<file path="src/hw/aigc_pkg.sv">
// Purpose : Constants for the converter input and gain configuration block
// Assumes : AXI4-Lite, 32-bit data, printed offsets are register indices
// Notes   : Byte address of a register is four times its index
package aigc_pkg;
  // ----------------------------------------------------------------
  // Register map
  // ----------------------------------------------------------------
  localparam logic [7:0] AIGC_IDX_INPUT = 8'h02;
  localparam logic [7:0] AIGC_IDX_GAIN  = 8'h03;
  localparam logic [7:0] AIGC_RST_INPUT = 8'h01;
  localparam logic [7:0] AIGC_RST_GAIN  = 8'h00;
  localparam int         AIGC_ADDR_W    = 12;
  localparam logic [1:0] AIGC_RESP_OKAY = 2'b00;
  localparam logic [1:0] AIGC_RESP_SLVERR = 2'b10;
  // ----------------------------------------------------------------
  // Field positions
  // ----------------------------------------------------------------
  localparam int AIGC_POS_HI  = 7;
  localparam int AIGC_POS_LO  = 4;
  localparam int AIGC_NEG_HI  = 3;
  localparam int AIGC_NEG_LO  = 0;
  localparam int AIGC_DLY_HI  = 7;
  localparam int AIGC_DLY_LO  = 5;
  localparam int AIGC_EN_HI   = 4;
  localparam int AIGC_EN_LO   = 3;
  localparam int AIGC_GAIN_HI = 2;
  localparam int AIGC_GAIN_LO = 0;
  // ----------------------------------------------------------------
  // Codes
  // ----------------------------------------------------------------
  localparam logic [3:0] AIGC_SEL_COMMON = 4'hc;
  localparam logic [1:0] AIGC_AMP_BYPASS = 2'b00;
  localparam logic [1:0] AIGC_AMP_ON     = 2'b01;
  localparam logic [7:0] AIGC_GAIN_ONE   = 8'h01;
  // Delay in modulator clock periods per code
  localparam logic [12:0] AIGC_DLY_0 = 13'h000e;
  localparam logic [12:0] AIGC_DLY_1 = 13'h0019;
  localparam logic [12:0] AIGC_DLY_2 = 13'h0040;
  localparam logic [12:0] AIGC_DLY_3 = 13'h0100;
  localparam logic [12:0] AIGC_DLY_4 = 13'h0400;
  localparam logic [12:0] AIGC_DLY_5 = 13'h0800;
  localparam logic [12:0] AIGC_DLY_6 = 13'h1000;
  localparam logic [12:0] AIGC_DLY_7 = 13'h0001;
endpackage

</file>
<file path="src/hw/aigc_regs.sv">
// Purpose : Input selector and gain/delay configuration registers
// Assumes : Single clock aclk, synchronous active-low reset
// Notes   : A write with byte lane 0 to either register pulses the filter restart trigger
//
// The AXI4-Lite register port was chosen for this implementation.
module aigc_regs (
  input  wire logic        aclk,
  input  wire logic        aresetn,
  input  wire logic [11:0] s_axi_awaddr,
  input  wire logic        s_axi_awvalid,
  output logic             s_axi_awready,
  input  wire logic [31:0] s_axi_wdata,
  input  wire logic [3:0]  s_axi_wstrb,
  input  wire logic        s_axi_wvalid,
  output logic             s_axi_wready,
  output logic [1:0]       s_axi_bresp,
  output logic             s_axi_bvalid,
  input  wire logic        s_axi_bready,
  input  wire logic [11:0] s_axi_araddr,
  input  wire logic        s_axi_arvalid,
  output logic             s_axi_arready,
  output logic [31:0]      s_axi_rdata,
  output logic [1:0]       s_axi_rresp,
  output logic             s_axi_rvalid,
  input  wire logic        s_axi_rready,
  output logic [3:0]       positive_input_select,
  output logic [3:0]       negative_input_select,
  output logic             positive_select_reserved,
  output logic             negative_select_reserved,
  output logic             amplifier_power_on,
  output logic             amplifier_enable_reserved,
  output logic [7:0]       amplifier_gain,
  output logic [12:0]      start_delay_periods,
  output logic             filter_restart
);
  // ----------------------------------------------------------------
  // Decode helpers
  // ----------------------------------------------------------------
  // Delay code to modulator clock periods
  function automatic logic [12:0] dly_decode(input logic [2:0] c);
    unique case (c)
      3'd0: dly_decode = aigc_pkg::AIGC_DLY_0;
      3'd1: dly_decode = aigc_pkg::AIGC_DLY_1;
      3'd2: dly_decode = aigc_pkg::AIGC_DLY_2;
      3'd3: dly_decode = aigc_pkg::AIGC_DLY_3;
      3'd4: dly_decode = aigc_pkg::AIGC_DLY_4;
      3'd5: dly_decode = aigc_pkg::AIGC_DLY_5;
      3'd6: dly_decode = aigc_pkg::AIGC_DLY_6;
      3'd7: dly_decode = aigc_pkg::AIGC_DLY_7;
    endcase
  endfunction

  // Selector code above the common input is reserved
  function automatic logic sel_reserved(input logic [3:0] c);
    sel_reserved = (c > aigc_pkg::AIGC_SEL_COMMON);
  endfunction

  // ----------------------------------------------------------------
  // Storage and bus state
  // ----------------------------------------------------------------
  logic [7:0]  input_selector_register_r;
  logic [7:0]  gain_delay_control_r;
  logic [11:0] awaddr_r;
  logic        aw_held_r;
  logic        w_held_r;
  logic [31:0] wdata_r;
  logic        wstrb0_r;
  logic        restart_r;

  wire aw_take = s_axi_awvalid & s_axi_awready;
  wire w_take  = s_axi_wvalid & s_axi_wready;
  wire ar_take = s_axi_arvalid & s_axi_arready;
  // Both halves present; write commits in this cycle
  wire         wr_go   = aw_held_r & w_held_r & ~s_axi_bvalid;
  wire [9:0]   wr_idx  = awaddr_r[11:2];
  wire [9:0]   rd_idx  = s_axi_araddr[11:2];
  wire         wr_in   = (wr_idx == 10'(aigc_pkg::AIGC_IDX_INPUT));
  wire         wr_gain = (wr_idx == 10'(aigc_pkg::AIGC_IDX_GAIN));
  wire         rd_in   = (rd_idx == 10'(aigc_pkg::AIGC_IDX_INPUT));
  wire         rd_gain = (rd_idx == 10'(aigc_pkg::AIGC_IDX_GAIN));
  wire         wr_ok   = wr_in | wr_gain;
  wire         wr_lane = wstrb0_r;
  // Narrow registers sit in the low byte; upper bits read zero
  wire [31:0]  rd_mux  = rd_in   ? {24'h00_0000, input_selector_register_r} :
                         rd_gain ? {24'h00_0000, gain_delay_control_r} : 32'h0000_0000;

  // ----------------------------------------------------------------
  // Write channel capture
  // ----------------------------------------------------------------
  // Address and data are taken independently, in either order
  always_ff @(posedge aclk) begin
    if (!aresetn) begin
      aw_held_r     <= 1'b0;
      w_held_r      <= 1'b0;
      awaddr_r      <= 12'h000;
      wdata_r       <= 32'h0000_0000;
      wstrb0_r      <= 1'b0;
      s_axi_awready <= 1'b0;
      s_axi_wready  <= 1'b0;
    end else begin
      s_axi_awready <= ~aw_held_r & ~aw_take & ~wr_go;
      s_axi_wready  <= ~w_held_r & ~w_take & ~wr_go;
      if (aw_take) begin
        aw_held_r <= 1'b1;
        awaddr_r  <= s_axi_awaddr;
      end else if (wr_go) begin
        aw_held_r <= 1'b0;
      end
      if (w_take) begin
        w_held_r <= 1'b1;
        wdata_r  <= s_axi_wdata;
        wstrb0_r <= s_axi_wstrb[0];
      end else if (wr_go) begin
        w_held_r <= 1'b0;
      end
    end
  end

  // Write response; unmapped index answers SLVERR
  always_ff @(posedge aclk) begin
    if (!aresetn) begin
      s_axi_bvalid <= 1'b0;
      s_axi_bresp  <= aigc_pkg::AIGC_RESP_OKAY;
    end else if (wr_go) begin
      s_axi_bvalid <= 1'b1;
      s_axi_bresp  <= wr_ok ? aigc_pkg::AIGC_RESP_OKAY : aigc_pkg::AIGC_RESP_SLVERR;
    end else if (s_axi_bready) begin
      s_axi_bvalid <= 1'b0;
    end
  end

  // ----------------------------------------------------------------
  // Configuration registers
  // ----------------------------------------------------------------
  // Byte lane 0 carries the whole register; other lanes are ignored
  always_ff @(posedge aclk) begin
    if (!aresetn) begin
      input_selector_register_r <= aigc_pkg::AIGC_RST_INPUT;
      gain_delay_control_r      <= aigc_pkg::AIGC_RST_GAIN;
      restart_r                 <= 1'b0;
    end else begin
      if (wr_go && wr_in && wr_lane) begin
        input_selector_register_r <= wdata_r[7:0];
      end
      if (wr_go && wr_gain && wr_lane) begin
        gain_delay_control_r <= wdata_r[7:0];
      end
      // Any stored change to either register restarts the filter
      restart_r <= wr_go & wr_ok & wr_lane;
    end
  end

  // ----------------------------------------------------------------
  // Read channel
  // ----------------------------------------------------------------
  // Reads only return stored values; nothing else changes
  always_ff @(posedge aclk) begin
    if (!aresetn) begin
      s_axi_arready <= 1'b0;
      s_axi_rvalid  <= 1'b0;
      s_axi_rdata   <= 32'h0000_0000;
      s_axi_rresp   <= aigc_pkg::AIGC_RESP_OKAY;
    end else begin
      s_axi_arready <= ~s_axi_rvalid & ~ar_take;
      if (ar_take) begin
        s_axi_rvalid <= 1'b1;
        s_axi_rdata  <= rd_mux;
        s_axi_rresp  <= (rd_in | rd_gain) ? aigc_pkg::AIGC_RESP_OKAY : aigc_pkg::AIGC_RESP_SLVERR;
      end else if (s_axi_rready) begin
        s_axi_rvalid <= 1'b0;
      end
    end
  end

  // ----------------------------------------------------------------
  // Field decode to analog controls
  // ----------------------------------------------------------------
  wire [3:0] pos_code  = input_selector_register_r[aigc_pkg::AIGC_POS_HI:aigc_pkg::AIGC_POS_LO];
  wire [3:0] neg_code  = input_selector_register_r[aigc_pkg::AIGC_NEG_HI:aigc_pkg::AIGC_NEG_LO];
  wire [2:0] dly_code  = gain_delay_control_r[aigc_pkg::AIGC_DLY_HI:aigc_pkg::AIGC_DLY_LO];
  wire [1:0] en_code   = gain_delay_control_r[aigc_pkg::AIGC_EN_HI:aigc_pkg::AIGC_EN_LO];
  wire [2:0] gain_code = gain_delay_control_r[aigc_pkg::AIGC_GAIN_HI:aigc_pkg::AIGC_GAIN_LO];
  // Reserved amplifier codes leave the amplifier off as a safe fallback
  wire       amp_on    = (en_code == aigc_pkg::AIGC_AMP_ON);

  // Outputs registered so they change one cycle after the stored value
  always_ff @(posedge aclk) begin
    if (!aresetn) begin
      positive_input_select     <= aigc_pkg::AIGC_RST_INPUT[aigc_pkg::AIGC_POS_HI:aigc_pkg::AIGC_POS_LO];
      negative_input_select     <= aigc_pkg::AIGC_RST_INPUT[aigc_pkg::AIGC_NEG_HI:aigc_pkg::AIGC_NEG_LO];
      positive_select_reserved  <= 1'b0;
      negative_select_reserved  <= 1'b0;
      amplifier_power_on        <= 1'b0;
      amplifier_enable_reserved <= 1'b0;
      amplifier_gain            <= aigc_pkg::AIGC_GAIN_ONE;
      start_delay_periods       <= aigc_pkg::AIGC_DLY_0;
      filter_restart            <= 1'b0;
    end else begin
      positive_input_select     <= pos_code;
      negative_input_select     <= neg_code;
      positive_select_reserved  <= sel_reserved(pos_code);
      negative_select_reserved  <= sel_reserved(neg_code);
      amplifier_power_on        <= amp_on;
      amplifier_enable_reserved <= en_code[1];
      amplifier_gain            <= aigc_pkg::AIGC_GAIN_ONE << gain_code;
      start_delay_periods       <= dly_decode(dly_code);
      filter_restart            <= restart_r;
    end
  end
endmodule

</file>
<file path="config.mk">
export PLATFORM = sky130hd
export DESIGN_NAME = aigc_regs
export DESIGN_NICKNAME = d
export VERILOG_FILES = /design/src/hw/aigc_pkg.sv /design/src/hw/aigc_regs.sv
export SDC_FILE = /design/constraint.sdc
export NUM_CORES = 1
export LEC_CHECK = 0
export BUFFER_PORTS_ARGS = -buffer_cell sky130_fd_sc_hd__buf_4
export CAP_MARGIN = 30
export CORE_ASPECT_RATIO = 0.5
export CORE_MARGIN = 1.5
export CORE_UTILIZATION = 25
export DETAILED_ROUTE_END_ITERATION = 10
export SLEW_MARGIN = 20
export SYNTH_ARGS = -nofsm -noshare
export SYNTH_HDL_FRONTEND = slang
export SYNTH_SLANG_ARGS = --single-unit
</file>
<file path="constraint.sdc">
create_clock -name aclk -period 2.25 [get_ports aclk]
set_clock_uncertainty 0.05 [all_clocks]
set_input_delay 0.675 -clock aclk [delete_from_list [all_inputs] [get_ports aclk]]
set_output_delay 0.675 -clock aclk [all_outputs]
set_load 0.03 [all_outputs]
</file>
* Word level (Yosys, flattened, before mapping)
Memory sizes are Yosys's and may differ from the RTL's. A register that Yosys moved wholly into a read port is not among the register bits. Cells that the tools add are included.
Cells by class: magnitude comparators 2, equality and inequality tests 5, shifts and indexed selects 1, mux-type cells 11, bitwise logic cells 22, reduce and logical (&&, ||, !) cells 9
Operator list (number):
- $eq 10x2->1 const B | 4
- $mux 8 | 2
- $and 1x1->1 | 12
- $gt 4x4->1 const B | 2
- $not 1->1 | 8
- $reduce_bool 2->1 | 4
- $shl 1x3->8 const A | 1
- $mux 1 | 7
- $logic_and 1x1->1 | 4
- $mux 2 | 2
- $eq 2x1->1 const B | 1
- $or 1x1->1 | 2
- $logic_not 1->1 | 1
Storage, ports and cells: flip-flop bits (word level) 115, bits in read-only memories 80, input bits 67, output and inout bits 75, word-level logic and storage cells 76, memories 1
Memories:
- (name not given) | words 8, width 10, rd ports 1, clocked after Yosys merged registers in 1, write ports 0, line aigc_regs.sv:41 | unique case (c)

* Logic depth before layout (Yosys ltp)
Gate-level depths: netlist of run 1.
word-level depth 4, mapped depth 4, gate-level depth less buffers 3

* Worst setup path before layout of run 1
OpenSTA, ideal clock, no wires.
path kind register -> register, from reg awaddr_r[6], to reg input_selector_register_r[0], library setup time 0.121 ns, data arrival time 1.767 ns, required time 2.079 ns, path slack 0.311 ns, stages on the path, launching flop included 4, buffers on the path 0, clock period less this slack 1.939 ns, cells stage by stage dfxtp_1 > or4b_4 > nor4_4 > mux2_4
On the way: cells in the longest elaborated chain, start to end 3
Ends and longest elaborated chain:
- start: declaration | line aigc_regs.sv:63 | logic [11:0] awaddr_r;
- start signal: assignment | line aigc_regs.sv:105 | awaddr_r <= s_axi_awaddr;
- $eq 10x2->1 | line aigc_regs.sv:77 | wire wr_in = (wr_idx == 10'(aigc_pkg::AIGC_IDX_INPUT));
- $logic_and 1x1->1 (2 in series) | line aigc_regs.sv:142 | if (wr_go && wr_in && wr_lane) begin
- end signal: assignment | line aigc_regs.sv:138 | input_selector_register_r <= aigc_pkg::AIGC_RST_INPUT;
- end signal: assignment | line aigc_regs.sv:143 | input_selector_register_r <= wdata_r[7:0];
- end: declaration | line aigc_regs.sv:61 | logic [7:0] input_selector_register_r;
No other way between the ends. A chain may end at the register's enable or synchronous reset.

* Final worst setup path of run 1
from reg awaddr_r[6], to reg input_selector_register_r[6]
The elaborated chain is that of the path after synthesis.

==> metrics, run 1 <==
final setup violation count 0; Overflow after GRT 0; YS warnings 0; Detail Placement HPWL 4760 um; Longest Clk Path Bufs 2; Hold Crit Start restart_r; GR Util All Layers 0.101; worst-skew pair later-pin latency 330 ps; Reg area 1660 um^2; CTS Hold Bufs 0; antenna viol nets, final 0; post-CTS setup buffer count 0; CTS tree yes; Die X 160 um; WL per Instance 11.0 um; Fill cells 1254; hold path cells 1; PwrDens 774 nW/um^2; worst path cell trace or4b_4, nor4_4, buf_4, mux2i_1; highest clock rate 516 MHz; Crit path arrival time 2150 ps; io pins 142; share of cells above drive strength 1 0.252; total leakage power 1.82 nW; Max Cap Viol 0; Synth Cell Area 3100 um^2; residual DRC count 0; hold crit path type reg -> reg; critical path peak fanout 5; top cell type's share of synthesized area 0.537; Multi-input gate area 1230 um^2; crit end category flip-flop; Period minus WS final 1940 ps; VDD IR max 0.000395 V; Final Hold Fails 0; post-CTS sizing 0; final core occ 0.342; DR iter-0 viols 90; Yosys cell types 32; synthesized flop and latch total 83; DR vias 2278; Ant. Diodes 0; Hold EP filter_restart; first-pass GRT wire length 10100 um; drt total wl 6390 um; total CTS buffers 9; FF-to-FF End input_selector_register_r[6]; Final TNS setup 0 ps; drt pass-1 iters 4; Layout Area Growth over Synthesis 31.8%; Critical-path top delay cell or4b_4; Sink Count 83; reg-to-reg slack, setup 310 ps; core area 11900 um^2; outcome complete, no violations; sequential area share after synthesis 0.537; initial antenna violation count 0; worst path required time 2460 ps; Place WS 329 ps; Bufs and invs on worst path 1; Crit Path Class reg -> reg; initial core utilization 0.259; post-layout net count 478; die height 81.7 um; vias in the first global route 2117; Setup crit start awaddr_r[6]; Synth Instances 327; Worst-path clk slew 60 ps; Slew HR 0.657; Final Cycle Share 0.862; port bufs 81; startpoint types flip-flop; Synth area leader dfxtp_1; slew at the pin closest to its max-slew limit 511 ps; Final Max Slew Viols 0; WP depth 4; RSZ-0062 raised after global routing false; Critical Path Max Stage Delay 570 ps; CTS H-tree lvls 3; Top Family by Delay on Critical Path simple AND/OR/NAND/NOR gates; R2R Path Start awaddr_r[6]; synth top area cells dfxtp_1, nand2_1, mux2i_1; synthesized area per cell 9.47 um^2; setup ws final 310 ps; root buf cell clkbuf_16; Die Footprint 13100 um^2; GP Congestion 0.737; post-DR vias/cell 3.92; largest net degree at the start of global routing 36; row cnt 28; reg2reg path depth 4
## per-stage QoR
step / instances / power [mW] / hold WS, ps / instance area, um^2
after detailed placement: 565 / 1.79 / 374 / 3790
after floorplan: 355 / 1.74 / 361 / 3200
after CTS: 581 / 3.20 / 389 / 4080
after global routing: 581 / 3.30 / 413 / 4080
final: 581 / 3.16 / 383 / 4080
after global placement: 565 / 1.78 / 373 / 3790
## cell usage in the layout (no fill, tap or decap)
master / Yosys / layout
a21boi_0: 23 / 23
or4b_4: 2 / 2
nor4_4: 1 / 1
and3_1: 4 / 4
a21boi_1: 1 / 1
clkinv_4: 0 / 1
o31ai_1: 1 / 1
mux2_4: 1 / 1
nor3_1: 3 / 3
or4_1: 1 / 1
or3_1: 1 / 1
clkinv_2: 0 / 1
conb_1: 1 / 29
buf_4: 30 / 88
nor2b_1: 2 / 2
inv_1: 10 / 10
nor4bb_1: 1 / 1
xor2_1: 1 / 1
nand3_1: 1 / 1
o21ai_0: 13 / 13
nor4b_1: 2 / 2
nand2_1: 74 / 74
nand4_1: 1 / 1
nor2_1: 16 / 16
nand3b_1: 1 / 1
mux2i_1: 23 / 23
dfxtp_1: 83 / 83
bufinv_16: 0 / 1
clkbuf_1: 11 / 3
clkinvlp_4: 0 / 1
and2_1: 4 / 4
clkbuf_16: 0 / 9
or4bb_1: 1 / 1
nor3b_1: 1 / 1
nand2b_1: 11 / 11
## state kept, by name, summed over array words and instances (netlist names), 4 cells and up
| signal | flops |
|---|---|
| positive_input_select | 4 |
| awaddr_r | 10 |
| amplifier_gain | 8 |
| start_delay_periods | 9 |
| wdata_r | 8 |
| gain_delay_control_r | 8 |
| negative_input_select | 4 |
| s_axi_rdata | 8 |
| input_selector_register_r | 8 |
## routing by layer
layer  GRT usage  wire (um)
met1       0.115       2900
met5           0          0
met2       0.174       3110
met3      0.0374        299
met4      0.0421         83
## worst max-delay path by stage
| stage | endpoint | slack (ps) |
|---|---|---|
| 3_5_place_dp | input_selector_register_r[2] | 330 |
| 6_report | input_selector_register_r[6] | 310 |
| 3_3_place_gp | input_selector_register_r[2] | 340 |
| 4_1_cts | input_selector_register_r[6] | 300 |
| 5_1_grt | input_selector_register_r[1] | 220 |
| 2_1_floorplan | input_selector_register_r[0] | 310 |
## cell usage after synthesis
library cell and number:
dfxtp_1 83, nand2_1 74, buf_4 30, a21boi_0 23, mux2i_1 23, nor2_1 16
o21ai_0 13, clkbuf_1 11, nand2b_1 11, inv_1 10, and2_1 4, and3_1 4
nor3_1 3, nor2b_1 2, nor4b_1 2, or4b_4 2, a21boi_1 1, buf_1 1
buf_2 1, conb_1 1, mux2_4 1, nand3_1 1, nand3b_1 1, nand4_1 1
nor3b_1 1, nor4_4 1, nor4bb_1 1, o31ai_1 1, or3_1 1, or4_1 1
or4bb_1 1, xor2_1 1
## area by class of cell
cell class	count	area share
sequential	83	0.407
multi-input combinational	219	0.301
timing repair buffer	88	0.162
clock buffer	12	0.0579
tap	165	0.0506
clock inverter	4	0.0126
inverter	10	0.00920
## cells by family (layout without fill, tap and decap cells)
logic type                Yosys count  in the layout  share of synthesized area
xor gates and xnor gates            1              1                    0.00283
AOI/OAI and AO/OA                  38             38                     0.0816
DFF                                83             83                      0.537
buffers and inverters              53            114                      0.101
other                               1             29                    0.00121
muxes                              24             24                     0.0792
and+or+nand+nor                   127            127                      0.198
## power breakdown
group / internal [mW] / switching (mW) / total [mW]
Sequential: 1.50 / 0.0166 / 1.51
Clock: 0.860 / 0.548 / 1.41
Combinational: 0.0859 / 0.154 / 0.240
Total: 2.44 / 0.718 / 3.16
Note: power is estimated with default switching activity, not from simulation.
==> run 2: changes to the inputs <==
--- a/config.mk
+++ b/config.mk
@@ -5,12 +5,16 @@
 export SDC_FILE = /design/constraint.sdc
 export NUM_CORES = 1
 export LEC_CHECK = 0
+export ABC_AREA = 1
 export BUFFER_PORTS_ARGS = -buffer_cell sky130_fd_sc_hd__buf_4
 export CAP_MARGIN = 30
+export CELL_PAD_IN_SITES_DETAIL_PLACEMENT = 0
+export CELL_PAD_IN_SITES_GLOBAL_PLACEMENT = 1
 export CORE_ASPECT_RATIO = 0.5
 export CORE_MARGIN = 1.5
-export CORE_UTILIZATION = 25
+export CORE_UTILIZATION = 33
 export DETAILED_ROUTE_END_ITERATION = 10
+export PLACE_DENSITY_LB_ADDON = 0.1
 export SLEW_MARGIN = 20
 export SYNTH_ARGS = -nofsm -noshare
 export SYNTH_HDL_FRONTEND = slang
==> metrics, run 2 <==
initial core utilization 0.343; post-CTS setup buffer count 0; worst-skew pair later-pin latency 340 ps; Overflow after GRT 0; Longest Clk Path Bufs 2; row cnt 25; CTS H-tree lvls 3; RSZ-0062 raised after global routing false; CTS tree yes; crit end category output port; Critical Path Max Stage Delay 350 ps; GP Congestion 0.726; total leakage power 2.04 nW; ys async rst share 0; DR iter-0 viols 110; top_reg_cell synth dfxtp_1; clock share of power 0.429; Final TNS setup 0 ps; Sink Count 83; Final Cycle Share 0.700; YS warnings 0; port bufs 81; Synth area leader dfxtp_1; Yosys cell types 25; Final Max Slew Viols 0; Net Sw Frac 0.241; total CTS buffers 9; synth top area cells dfxtp_1, nor2_1, nand2_1; highest clock rate 635 MHz; Bufs and invs on worst path 1; slew at the pin closest to its max-slew limit 580 ps; root buf cell clkbuf_16; startpoint types flip-flop; residual DRC count 0; drt pass-1 iters 4; Worst-path clk slew 60 ps; die height 73.2 um; most frequent cells in the layout nor2_1, buf_4, dfxtp_1, nand2_1, inv_1; first-pass GRT wire length 11200 um; largest net degree at the start of global routing 41; worst path cell trace buf_4; sequential area share after synthesis 0.510; Switch Pwr 0.793 mW; antenna viol nets, final 0; hold crit path type reg -> reg; Die X 143 um; Ant. Diodes 0; Post-synth top cells nor2_1, dfxtp_1, nand2_1, inv_1, buf_4; final setup violation count 0; VDD IR max 0.000323 V; worst path required time 1520 ps; Die Footprint 10500 um^2; number of synthesized flops with an enable pin 0; post-layout net count 566; worst hold slack 365 ps; max reg flops 10; Fill cells 1025; Slew HR 0.612; combinational power share 0.101; commonest non-fill, non-tap cell in the layout nor2_1; Reg power frac 0.469; Period minus WS final 1580 ps; initial antenna violation count 0; synthesized flop and latch total 83; DR vias 2621; vias in the first global route 2253; Top Family by Delay on Critical Path flip-flops; post-CTS sizing 0; drt total wl 7060 um; Layout Area Growth over Synthesis 28.3%; post-DR vias/cell 4.10; top cell type's share of synthesized area 0.510; CTS Hold Bufs 0; Detail Placement HPWL 5040 um; top flop regs awaddr_r (10), start_delay_periods (9); GR Util All Layers 0.142; Synth Cell Area 3260 um^2; Pint 2.50 mW; cell with the most instances after synthesis nor2_1; Crit Path Class reg -> out; critical path peak fanout 2; Crit path arrival time 850 ps; PwrDens 788 nW/um^2; Biggest register awaddr_r; Final Hold Fails 0; outcome complete, no violations; Max Cap Viol 0; WL per Instance 11.0 um; Synth Instances 417; Critical-path top delay cell dfxtp_1; share of cells above drive strength 1 0.226; io pins 142; core area 9510 um^2; synthesized area per cell 7.81 um^2
==> run 2: cell types whose count changed in the layout (fill, tap and decap cells not counted), moves of 5 or more <==
| cell | delta |
|---|---|
| nor3_1 | +13 |
| nor2_4 | +5 |
| nand2_1 | -11 |
| inv_1 | +28 |
| nor2_1 | +80 |
| nand2b_1 | -11 |
| a21oi_1 | +6 |
| a21boi_0 | -23 |
| o21ai_0 | +9 |
| mux2i_1 | -23 |
| nand3_1 | +25 |
==> run 2: power groups by stage <==
stage          registers [mW]  clock network (mW)  logic [mW]
2_1_floorplan            1.61                   0       0.232
3_3_place_gp             1.58                   0       0.336
3_5_place_dp             1.58                   0       0.336
4_1_cts                  1.55                1.45       0.337
5_1_grt                  1.55                1.52       0.367
6_report                 1.54                1.41       0.334
==> run 2: metrics by stage <==
| step | setup slack, ps | instances | total power, mW | instance area (um^2) | utilization |
|---|---|---|---|---|---|
| finish | 675 | 639 | 3.29 | 4180 | 0.439 |
| global route | 638 | 639 | 3.44 | 4180 | 0.439 |
| CTS | 665 | 639 | 3.33 | 4180 | 0.439 |
| detailed placement | 450 | 623 | 1.91 | 3880 | 0.409 |
| global placement | 429 | 623 | 1.91 | 3880 | 0.409 |
| floorplan | 704 | 445 | 1.84 | 3360 | - |
==> run 2: final timing paths <==
kind	start	end	slack, ps	cells after the start
worst min-delay path	restart_r	filter_restart	370	2
worst min register to register	restart_r	filter_restart	370	2
worst max-delay path	s_axi_awready	s_axi_awready	670	1
worst max register to register	awaddr_r[11]	gain_delay_control_r[0]	880	6
==> run 2: routing by layer <==
| layer | GRT usage | wire length (um) | vias up |
|---|---|---|---|
| met4 | 0.0567 | 51 | 0 |
| met2 | 0.208 | 2870 | 87 |
| met5 | 0 | 0 | - |
| met1 | 0.192 | 3650 | 1131 |
| li1 | - | - | 1397 |
| met3 | 0.0486 | 490 | 6 |
==> run 2: logic make-up after synthesis <==
group | after synthesis | synth area share
other cells | 1 | 0.00115
simple gates | 216 | 0.295
buf+inv | 85 | 0.142
compound gates | 32 | 0.0515
flops | 83 | 0.510
==> run 2: layout make-up <==
| cell class | instances | area (um^2) | share of cell area |
|---|---|---|---|
| Timing Repair Buffer | 86 | 658 | 0.158 |
| Clock buffer | 15 | 288 | 0.0689 |
| Clock inverter | 1 | 5.00 | 0.00120 |
| Multi-Input combinational cell | 277 | 1240 | 0.296 |
| Sequential cell | 83 | 1660 | 0.398 |
| Tap cell | 135 | 169 | 0.0404 |
| Inverter | 42 | 158 | 0.0377 |
==> run 3: changes to the inputs <==
--- a/config.mk
+++ b/config.mk
@@ -12,7 +12,7 @@
 export CELL_PAD_IN_SITES_GLOBAL_PLACEMENT = 1
 export CORE_ASPECT_RATIO = 0.5
 export CORE_MARGIN = 1.5
-export CORE_UTILIZATION = 33
+export CORE_UTILIZATION = 30
 export DETAILED_ROUTE_END_ITERATION = 10
 export PLACE_DENSITY_LB_ADDON = 0.1
 export SLEW_MARGIN = 20
==> constraint.sdc (replaced) <==
create_clock -name aclk -period 1.4 [get_ports aclk]
set_clock_uncertainty 0.05 [all_clocks]
set_input_delay 0.42 -clock aclk [delete_from_list [all_inputs] [get_ports aclk]]
set_output_delay 0.42 -clock aclk [all_outputs]
set_load 0.03 [all_outputs]
==> metrics, run 3 (synthesized netlist as in run 2, its figures left out) <==
max reg flops 10; final setup violation count 0; Overflow after GRT 0; GR Util All Layers 0.132; total leakage power 2.12 nW; post-layout net count 580; Top Usage Layer GRT met2; Area after DPL 4010 um^2; Final Hold Fails 0; outcome complete, no violations; slew at the pin closest to its max-slew limit 555 ps; RSZ-0062 raised after global routing true; initial core utilization 0.314; Worst-path clk slew 60 ps; most frequent cells in the layout nor2_1, buf_4, dfxtp_1, nand2_1, inv_1; vias in the first global route 2343; largest net degree at the start of global routing 29; Most common cell on crit path nand2_2; clock share of power 0.428; Crit Path Class reg -> reg; M1 GR Usage 0.183; total CTS buffers 9; worst path cell trace nor2_1, nand2_2, nor2_4, nand3_4, buf_6, nand2_2, nand2_2, nor2_1; CTS Hold Bufs 0; overall power 5.35 mW; Die Footprint 11500 um^2; die height 76.7 um; Reg power frac 0.464; CTS tree yes; post-DR vias/cell 4.14; drt total wl 7570 um; root buf cell clkbuf_16; VDD IR max 0.000510 V; Slew HR 0.629; port bufs 81; Sink Count 83; design area 4340 um^2; Fill cells 1094; WL per Instance 11.5 um; Ant. Diodes 0; commonest non-fill, non-tap cell in the layout nor2_1; GP Congestion 0.693; Pint 4.05 mW; combinational power share 0.108; Top Family by Delay on Critical Path simple AND/OR/NAND/NOR gates; highest clock rate 735 MHz; met2 Use GR 0.186; initial antenna violation count 0; Critical-path top delay cell dfxtp_1; row cnt 26; io pins 142; Net Sw Frac 0.242; share of cells above drive strength 1 0.260; drt pass-1 iters 5; PwrDens 1230 nW/um^2; core area 10400 um^2; Bufs and invs on worst path 1; Period minus WS final 1360 ps; Biggest register awaddr_r; Final Cycle Share 0.971; Longest Clk Path Bufs 2; critical path peak fanout 5; Max Cap Viol 0; worst-skew pair later-pin latency 330 ps; Crit path arrival time 1580 ps; antenna viol nets, final 0; Die X 150 um; top flop regs awaddr_r (10), start_delay_periods (9); worst hold slack 222 ps; startpoint types flip-flop; Layout Area Growth over Synthesis 33.4%; CTS H-tree lvls 3; Critical Path Max Stage Delay 310 ps; hold crit path type in -> reg; M3 GR Usage 0.0482; residual DRC count 0; Detail Placement HPWL 5310 um; DR vias 2716; DR iter-0 viols 105; first-pass GRT wire length 11600 um; Final Max Slew Viols 0; worst path required time 1620 ps; crit end category flip-flop; Switch Pwr 1.30 mW
==> run 3: stage by stage <==
step	setup TNS (ps)	instances	worst slack, ps	util
4_1_cts	0	653	49.3	0.414
5_1_grt	-258	656	-52.3	0.419
3_3_place_gp	-329	639	-56.0	0.387
3_5_place_dp	-247	639	-51.5	0.387
2_1_floorplan	0	445	31.8	-
6_report	0	656	40.1	0.419
==> run 3: power groups by stage <==
| stage | clock network [mW] | logic [mW] | registers, mW |
|---|---|---|---|
| finish | 2.29 | 0.579 | 2.48 |
| global route | 2.49 | 0.637 | 2.49 |
| CTS | 2.36 | 0.568 | 2.48 |
| detailed placement | 0 | 0.566 | 2.53 |
| global placement | 0 | 0.566 | 2.53 |
| floorplan | 0 | 0.372 | 2.58 |
==> run 3: metal layers <==
layer  wire (um)  part of all wire
met1        3960              0.52
met2        2940              0.39
met3         569             0.075
met4          92             0.012
met5           0                 0
==> run 3: cell type report <==
class | count | area [um^2] | area share
tap | 140 | 175 | 0.0403
clock buffer | 11 | 243 | 0.0559
sequential | 83 | 1660 | 0.383
multi-input combinational | 278 | 1260 | 0.291
timing repair buffer | 99 | 801 | 0.184
inverter | 42 | 158 | 0.0363
clock inverter | 3 | 40.0 | 0.00922
==> run 3: timing repair <==
action	CTS	global route
setup buffers	0	2
gates resized for setup	0	9
hold endpoints to repair	0	0
setup endpoints to repair	0	8
==> run 3: worst reg2reg max path: cells and delay by family (launching register included) <==
kind                   cells  cell delay, ps
buffers and inverters      1             150
flip-flops                 1             310
AND/OR/NAND/NOR            7             780
==> run 3: path summary, 6_finish.rpt <==
path              slack (ps)  cells past startpoint                 endpoint    startpoint
hold / removal           220                      2             s_axi_rvalid  s_axi_rready
setup / recovery          40                      8  gain_delay_control_r[3]   awaddr_r[6]
hold reg to reg          370                      2           filter_restart     restart_r
setup reg to reg          40                      8  gain_delay_control_r[3]   awaddr_r[6]
